--- src/mfos_defs.vh ---
// Constants for the MAC frame octet serializer
`ifndef MFOS_DEFS_VH
`define MFOS_DEFS_VH
// Header, integrity and checksum section lengths in octets
`define MFOS_MAC_HDR_LEN 4'hA
`define MFOS_SEC_HDR_LEN 4'hC
`define MFOS_MIC_LEN 4'h8
`define MFOS_FCS_LEN 4'h4
// Key handshake payload field lengths in octets
`define MFOS_KH_RSVD_LEN 4'hB
`define MFOS_KH_KEY_LEN 5'h10
// Frame control subtype field position
`define MFOS_FC_SUBTYPE_HI 12
`define MFOS_FC_SUBTYPE_LO 9
// Frame kinds selected at start
`define MFOS_KIND_PLAIN 2'h0
`define MFOS_KIND_SECURE 2'h1
`define MFOS_KIND_KEYHS 2'h2
`endif

--- src/mfos_serializer.v ---
// MAC frame octet serializer toward the physical layer transmit port
// Operation
// RULE1 - Subtype sits in frame control bits 12..9
// RULE2 - Plain frame: header, payload, checksum
// RULE3 - Secure: header, security header, payload, integrity, checksum
// RULE4 - Key handshake payload fields in fixed order
// RULE5 - Multi-octet header fields go out LSB first
`timescale 1ns/1ps
`default_nettype none
`include "mfos_defs.vh"
module mfos_serializer (
  input wire core_clk,
  input wire rst,
  // Frame request, sampled on start
  input wire start,
  input wire [1:0] kind,
  input wire [15:0] frame_control,
  input wire [3:0] subtype,
  input wire [15:0] dest_addr,
  input wire [15:0] src_addr,
  input wire [15:0] seq_control,
  input wire [15:0] access_info,
  input wire [23:0] temporal_key_id,
  input wire [15:0] cipher_start_offset,
  input wire [47:0] secure_frame_number,
  input wire [7:0] message_number,
  input wire [7:0] status_code,
  input wire [23:0] pairwise_key_identifier,
  input wire [127:0] master_key_identifier,
  input wire [127:0] responder_nonce,
  input wire [63:0] integrity_code,
  input wire [31:0] check_sequence,
  // Payload stream from MAC logic
  input wire pay_valid,
  input wire [7:0] pay_data,
  input wire pay_last,
  output wire pay_ready,
  // Octet stream to the physical layer
  output reg tx_valid,
  output reg [7:0] tx_data,
  output reg tx_last,
  input wire tx_ready,
  output wire busy
);
  // One-hot phases
  localparam S_IDLE = 9'h001;
  localparam S_MHDR = 9'h002;
  localparam S_SHDR = 9'h004;
  localparam S_PAY = 9'h008;
  localparam S_KMSG = 9'h010;
  localparam S_KRSV = 9'h020;
  localparam S_KKEY = 9'h040;
  localparam S_MIC = 9'h080;
  localparam S_FCS = 9'h100;
  reg [8:0] state; // Current phase
  reg [8:0] next_state;
  reg [4:0] idx; // Octet index within phase
  reg [1:0] kind_q; // Latched frame kind
  reg [79:0] mhdr; // Latched MAC header
  reg [95:0] shdr; // Latched security header
  reg [63:0] mic; // Latched integrity code
  reg [31:0] fcs; // Latched checksum
  reg [39:0] kmsg; // Message, status, key id
  reg [255:0] kkey; // Master key id then nonce
  wire [7:0] mhdr_oct;
  wire [7:0] shdr_oct;
  wire [7:0] mic_oct;
  wire [7:0] fcs_oct;
  wire [7:0] kmsg_oct;
  wire [7:0] kkey_oct;
  reg [7:0] cur_oct; // Octet for this phase
  reg [4:0] last_idx; // Final index in phase
  wire out_free; // Output register can take an octet
  wire advance; // One octet moves this cycle
  wire pay_take;
  assign out_free = !tx_valid || tx_ready;
  assign busy = (state != S_IDLE);
  assign pay_take = (state == S_PAY) && out_free;
  // Payload only flows when the output register has room
  assign pay_ready = pay_take;
  assign advance = out_free && (state != S_IDLE) && ((state != S_PAY) || pay_valid);
  // Byte pickers, field order fixed by concatenation
  mfos_le_field #(.OCTETS(10)) u_mhdr (.field(mhdr), .index(idx[3:0]), .octet(mhdr_oct));
  mfos_le_field #(.OCTETS(12)) u_shdr (.field(shdr), .index(idx[3:0]), .octet(shdr_oct));
  mfos_le_field #(.OCTETS(8)) u_mic (.field(mic), .index(idx[3:0]), .octet(mic_oct));
  mfos_le_field #(.OCTETS(4)) u_fcs (.field(fcs), .index(idx[3:0]), .octet(fcs_oct));
  mfos_le_field #(.OCTETS(5)) u_kmsg (.field(kmsg), .index(idx[3:0]), .octet(kmsg_oct));
  // Key and nonce are given already in transmit order, first octet in low bits
  assign kkey_oct = kkey[8*idx +: 8]; // RULE4
  // Octet select and phase length
  always @* begin
    cur_oct = 8'h00;
    last_idx = 5'h00;
    case (state)
      S_MHDR: begin
        cur_oct = mhdr_oct;
        last_idx = {1'b0, `MFOS_MAC_HDR_LEN} - 5'h01;
      end
      S_SHDR: begin
        cur_oct = shdr_oct;
        last_idx = {1'b0, `MFOS_SEC_HDR_LEN} - 5'h01;
      end
      S_PAY: begin
        cur_oct = pay_data;
      end
      S_KMSG: begin
        cur_oct = kmsg_oct;
        last_idx = 5'h04;
      end
      S_KRSV: begin
        // Reserved octets are zero
        last_idx = {1'b0, `MFOS_KH_RSVD_LEN} - 5'h01; // RULE4
      end
      S_KKEY: begin
        cur_oct = kkey_oct;
        last_idx = 5'h1F;
      end
      S_MIC: begin
        cur_oct = mic_oct;
        last_idx = {1'b0, `MFOS_MIC_LEN} - 5'h01;
      end
      S_FCS: begin
        cur_oct = fcs_oct;
        last_idx = {1'b0, `MFOS_FCS_LEN} - 5'h01;
      end
      default: begin
        cur_oct = 8'h00;
      end
    endcase
  end
  // Phase sequencing per frame kind
  always @* begin
    next_state = state;
    case (state)
      S_IDLE: begin
        if (start) begin
          next_state = S_MHDR;
        end
      end
      S_MHDR: begin
        if (advance && idx == last_idx) begin
          if (kind_q == `MFOS_KIND_SECURE) begin
            next_state = S_SHDR; // RULE3
          end else if (kind_q == `MFOS_KIND_KEYHS) begin
            next_state = S_KMSG; // RULE4
          end else begin
            next_state = S_PAY; // RULE2
          end
        end
      end
      S_SHDR: begin
        if (advance && idx == last_idx) begin
          next_state = S_PAY; // RULE3
        end
      end
      S_PAY: begin
        if (advance && pay_last) begin
          // Secure frames carry the integrity code before the checksum
          next_state = (kind_q == `MFOS_KIND_SECURE) ? S_MIC : S_FCS; // RULE2 RULE3
        end
      end
      S_KMSG: begin
        if (advance && idx == last_idx) begin
          next_state = S_KRSV; // RULE4
        end
      end
      S_KRSV: begin
        if (advance && idx == last_idx) begin
          next_state = S_KKEY; // RULE4
        end
      end
      S_KKEY: begin
        if (advance && idx == last_idx) begin
          next_state = S_MIC; // RULE4
        end
      end
      S_MIC: begin
        if (advance && idx == last_idx) begin
          next_state = S_FCS;
        end
      end
      S_FCS: begin
        if (advance && idx == last_idx) begin
          next_state = S_IDLE;
        end
      end
      default: begin
        next_state = S_IDLE;
      end
    endcase
  end
  // State, index and field capture
  always @(posedge core_clk) begin
    if (rst) begin
      state <= S_IDLE;
      idx <= 5'h00;
      kind_q <= `MFOS_KIND_PLAIN;
      mhdr <= 80'h0;
      shdr <= 96'h0;
      mic <= 64'h0;
      fcs <= 32'h0;
      kmsg <= 40'h0;
      kkey <= 256'h0;
    end else begin
      state <= next_state;
      if (state == S_IDLE && start) begin
        // Latch everything so inputs may change mid-frame
        kind_q <= kind;
        mhdr <= {access_info, seq_control, src_addr, dest_addr,
          frame_control[15:`MFOS_FC_SUBTYPE_HI+1], subtype,
          frame_control[`MFOS_FC_SUBTYPE_LO-1:0]}; // RULE1 RULE5
        // Key id low octet leads, then the reserved zero octet, offset, frame number
        shdr <= {secure_frame_number, cipher_start_offset, 8'h00, temporal_key_id}; // RULE3
        mic <= integrity_code;
        fcs <= check_sequence;
        // Key id above status above message number, low first
        kmsg <= {pairwise_key_identifier, status_code, message_number}; // RULE4
        kkey <= {responder_nonce, master_key_identifier}; // RULE4
        idx <= 5'h00;
      end else if (advance) begin
        // Index resets at each phase change
        idx <= (next_state != state) ? 5'h00 : idx + 5'h01;
      end
    end
  end
  // Output register with back-pressure
  always @(posedge core_clk) begin
    if (rst) begin
      tx_valid <= 1'b0;
      tx_data <= 8'h00;
      tx_last <= 1'b0;
    end else if (advance) begin
      tx_valid <= 1'b1;
      tx_data <= cur_oct;
      tx_last <= (state == S_FCS) && (idx == last_idx);
    end else if (tx_ready) begin
      tx_valid <= 1'b0;
      tx_last <= 1'b0;
    end
  end
endmodule
`default_nettype wire

--- src/mfos_le_field.v ---
// Little-endian octet picker for one multi-octet field
`timescale 1ns/1ps
`default_nettype none
module mfos_le_field #(
  parameter OCTETS = 6
) (
  input wire [8*OCTETS-1:0] field,
  input wire [3:0] index,
  output reg [7:0] octet
);
  // Least significant octet goes out first
  always @* begin
    octet = field[8*index +: 8]; // RULE5
  end
endmodule
`default_nettype wire

--- config.mk ---
export PLATFORM = sky130hd
export DESIGN_NAME = mfos_serializer
export DESIGN_NICKNAME = d
export VERILOG_FILES = /design/src/mfos_serializer.v /design/src/mfos_le_field.v
export VERILOG_INCLUDE_DIRS = /design/src
export SDC_FILE = /design/constraint.sdc
export NUM_CORES = 1
export LEC_CHECK = 0
export BUFFER_PORTS_ARGS = -buffer_cell sky130_fd_sc_hd__buf_4
export CORE_ASPECT_RATIO = 0.75
export CORE_MARGIN = 2
export CORE_UTILIZATION = 30
export DETAILED_ROUTE_END_ITERATION = 7
export SKIP_LAST_GASP = 1
export SLEW_MARGIN = 5
export SYNTH_ARGS = -nofsm -noshare
export SYNTH_HDL_FRONTEND = slang
export SYNTH_SLANG_ARGS = --single-unit
export TNS_END_PERCENT = 50
--- constraint.sdc ---
create_clock -name core_clk -period 3.3 [get_ports core_clk]
set_input_delay 0.495 -clock core_clk [delete_from_list [all_inputs] [get_ports core_clk]]
set_output_delay 0.495 -clock core_clk [all_outputs]
set_load 0.005 [all_outputs]
==> summary by stage <==
GRT
The routing usage on met2 is 0.338. The first global-routing pass estimated 149 mm of wire. The aggregate global-route resource usage is 0.227. The number of global-route vias before repair was 23,489. For this run, global-route usage on met1 was measured as 0.311. The number of antenna violations at the first check in global routing is 23. The highest-utilization routing layer at the global route stage is met2. The met3 routing resource usage after global routing is 0.0651. Global routing finished with a remaining overflow of 0. Entering global routing, the biggest net connects 170 pins.

STA
The largest clock skew in the final design is 29.1 ps. The clock period could shrink to 3120 ps. Setup repair after global routing left no endpoint under its margin. Summed over all failing endpoints, the final setup total negative slack is 0 ps.

The count of pins over their slew limit is 0. Setup violations remaining at the end of the flow were counted as 0. Measured against its own limit, the worst slew margin works out to 0.438. The highest clock frequency the design can meet is 0.320 GHz. For the pin with the worst max-slew slack, the measured transition is 834 ps. Of the available clock period, the critical path in the final layout requires 0.947.

The number of failing hold endpoints at the final stage is 0.

Logic synthesis
The fraction of registers with async set or reset after synthesis is 0. The post-synthesis average cell area is 8.07 µm². The post-synth net total is 3,723. The number of synthesized flops with an enable pin is 0. Of the post-synthesis cell area, the dominant cell type holds 0.463.

Of the total synthesized cell area, the portion taken by XOR and XNOR cells is 0.00311. The compound-cell area share of the yosys netlist is 0.188. The synthesized netlist occupies a cell area of 0.0254 mm². The synthesized design spends more area on one cell type than any other, namely sky130_fd_sc_hd__dfxtp_1. By area, the combinational part of the netlist is dominated by simple AND/OR/NAND/NOR gates. During synthesis, Yosys emitted a total of 0 warnings. The multiplexer share of the synthesized area is 0.0878. Of the total synthesized cell area, the portion taken by full adders, half adders and majority gates is 0.00148.

Synthesis produced a netlist whose cell count is 3,140. By area the synthesized netlist is led by sky130_fd_sc_hd__dfxtp_1, sky130_fd_sc_hd__nand2_1, sky130_fd_sc_hd__a21oi_1, sky130_fd_sc_hd__mux4_2, sky130_fd_sc_hd__clkbuf_1. The most used flip-flop cell after synthesis is sky130_fd_sc_hd__dfxtp_1. Counting distinct cell types in the post-synthesis netlist gives 73. Of the total synthesized cell area, the portion taken by AND, OR, NAND and NOR gates is 0.209.

Of the synthesized area, sequential elements account for 0.463. The number of synthesized register bits is 586.

CTS
The depth of the CTS H-tree is 3. The clock tree from TritonCTS is built. No sink is reached through more buffers than the 3 on the longest clock path. The total CTS buffers is 66.

The total clock sinks is 586. The clock reaches the later pin of the worst-skew pair after 620 ps. The cell sitting at the root of the clock tree is a sky130_fd_sc_hd__clkbuf_16. The clock transition time at the flip-flop clock pins of the worst setup and hold paths is 70 ps. Post-CTS timing repair inserted 0 buffers for setup.

Route
After detailed routing, the average wire length per cell comes to 21.3 µm. The total wire length after detailed routing is 102 mm. The final antenna-violating net count is 0.

The post-route DRC violation count is 0. The iteration count of the initial detailed-routing pass is 7. Across all layers, the routed design uses 24,650 vias.

The via-per-instance ratio is 5.12. After the first detailed-routing iteration, the DRC count stood at 2,286.

Critical path
Traced cell by cell, the critical path runs through buf_4 -> nor3_1 -> o211ai_1 -> a41oi_1 -> nor2_1 -> nor3_1 -> o221ai_2 -> or4_1 -> a21oi_1. The largest individual stage delay along the critical path comes from the cell sky130_fd_sc_hd__a41oi_1. The critical path capture point type is a register. The endpoint arrival time on the critical path is 3650 ps.

The setup slack of the most critical reg-to-reg path is 180 ps. The worst setup path is launched from a register. The data required time of the worst path is 3820 ps. In this run the worst path has a maximum fanout of 11.

Among the stages of the critical path, the cell type that occurs most often is sky130_fd_sc_hd__nor3_1. In this design, the stage delay of the slowest critical-path cell is 570 ps. The critical path class is register to register.

Place
Routability-driven placement finished with a final weighted congestion of 0.876. Once placement finished, the instance area stood at 0.0312 mm². The detailed placer's ending HPWL is 75.2 mm. The number of buffers added on ports is 587.

Final layout
Fill cells in the final layout number 8,733. In the final design database the tool counted 4,209 nets. In the layout the commonest cells are sky130_fd_sc_hd__nand2_1, sky130_fd_sc_hd__buf_4, sky130_fd_sc_hd__a21oi_1. The area added between synthesis and finish is 31.9%. The most common cell after layout, fill and taps aside is sky130_fd_sc_hd__nand2_1. The post-route cell area is 0.0334 mm².

The share of layout cells above drive strength 1 is 0.250.

Die
592 I/O pins were placed. For this configuration, the core starts out at a cell density of 0.302. The floorplan step set the die height to 256 µm.

Measured along the x axis, the die boundary spans 340 µm. The area inside the core boundary is 0.0839 mm². The initialized floorplan defines 92 standard-cell rows. The die covers 0.0869 mm².

Pwr
For this design the ratio of total power to cell area is 591 mW/mm². The reported leakage power is 12.8 nW. The highest ir drop seen on vdd is 0.360 mV. The sum of internal, switching and leakage power is 0.0198 W.

Run
Across the run, the number of max-cap violations was 0.

Outcome
The run finished with clean final reports.

Worst hold path
The path class of the tightest hold or removal check is input port to register.
## power by group
group	switching (W)	internal [W]
logic	0.00231	0.00159
clock network	0.00315	0.00446
registers	0.000444	0.00781
## cell type report
| type | count | area [µm²] | area share |
|---|---|---|---|
| well taps | 1128 | 1410 | 0.0422 |
| clock buffers | 90 | 1890 | 0.0567 |
| repair buffers | 692 | 5540 | 0.166 |
| diodes | 10 | 25.0 | 0.000748 |
| inverters | 11 | 41.3 | 0.00123 |
| flip-flops and latches | 586 | 11700 | 0.351 |
| multi-input cells | 2269 | 12400 | 0.372 |
| clock inverters | 29 | 330 | 0.00988 |
## worst max-delay path: cells and delay by family, from the launching register on
family | cells | cell delay (ps)
flip-flops | 1 | 320
buffers and inverters | 1 | 180
AO/OA/AOI/OAI | 4 | 1220
AND/OR/NAND/NOR | 4 | 1310
## state kept, by name, summed over array words and instances (netlist names)
name / count
idx: 5
shdr: 88
mic: 64
tx_valid: 1
mhdr: 80
kind_q: 2
tx_last: 1
tx_data: 8
kmsg: 40
kkey: 256
fcs: 32
state: 9
## repair_timing
item | 4_1_cts | 5_1_grt
resized for setup | 0 | 1
setup endpoints to repair | 0 | 1
hold buffers | 0 | 0
## metrics by stage
step	std cells	hold slack (ps)	setup slack, ps	util
floorplan	3140	432	610	-
global placement	4686	441	171	0.372
detailed placement	4686	443	141	0.372
CTS	4805	84.7	141	0.398
global route	4812	93.0	55.4	0.398
finish	4815	121	176	0.398
## metal layers
| metal | vias up | routed length, µm |
|---|---|---|
| met5 | - | 103 |
| met4 | 16 | 3510 |
| met3 | 178 | 7960 |
| met2 | 826 | 44700 |
| met1 | 11838 | 46200 |
| li1 | 11792 | - |
## Yosys cell counts (all sizes together) (11+ instances only)
cell type / instances
mux2i: 11
mux4: 93
a221oi: 51
nor3: 16
nor2: 28
buf: 55
o21ai: 27
clkbuf: 219
a22oi: 48
nand2: 1187
dfxtp: 586
inv: 11
nand3: 24
o211ai: 13
a21oi: 619
## kinds of logic after synthesis
family          after synthesis
mux                         106
simple gates               1321
fa+ha+maj                     3
buf+inv                     285
compound gates              830
xor+xnor                      9
flops                       586
## path summary, 6_finish.rpt
kind,start,to,depth (start not counted)
setup / recovery,state[5],idx[0],9
hold / removal,integrity_code[37],mic[37],3
setup reg to reg,state[5],idx[0],9
hold reg to reg,kkey[62],kkey[62],2
(Power assumes the default switching activity.)
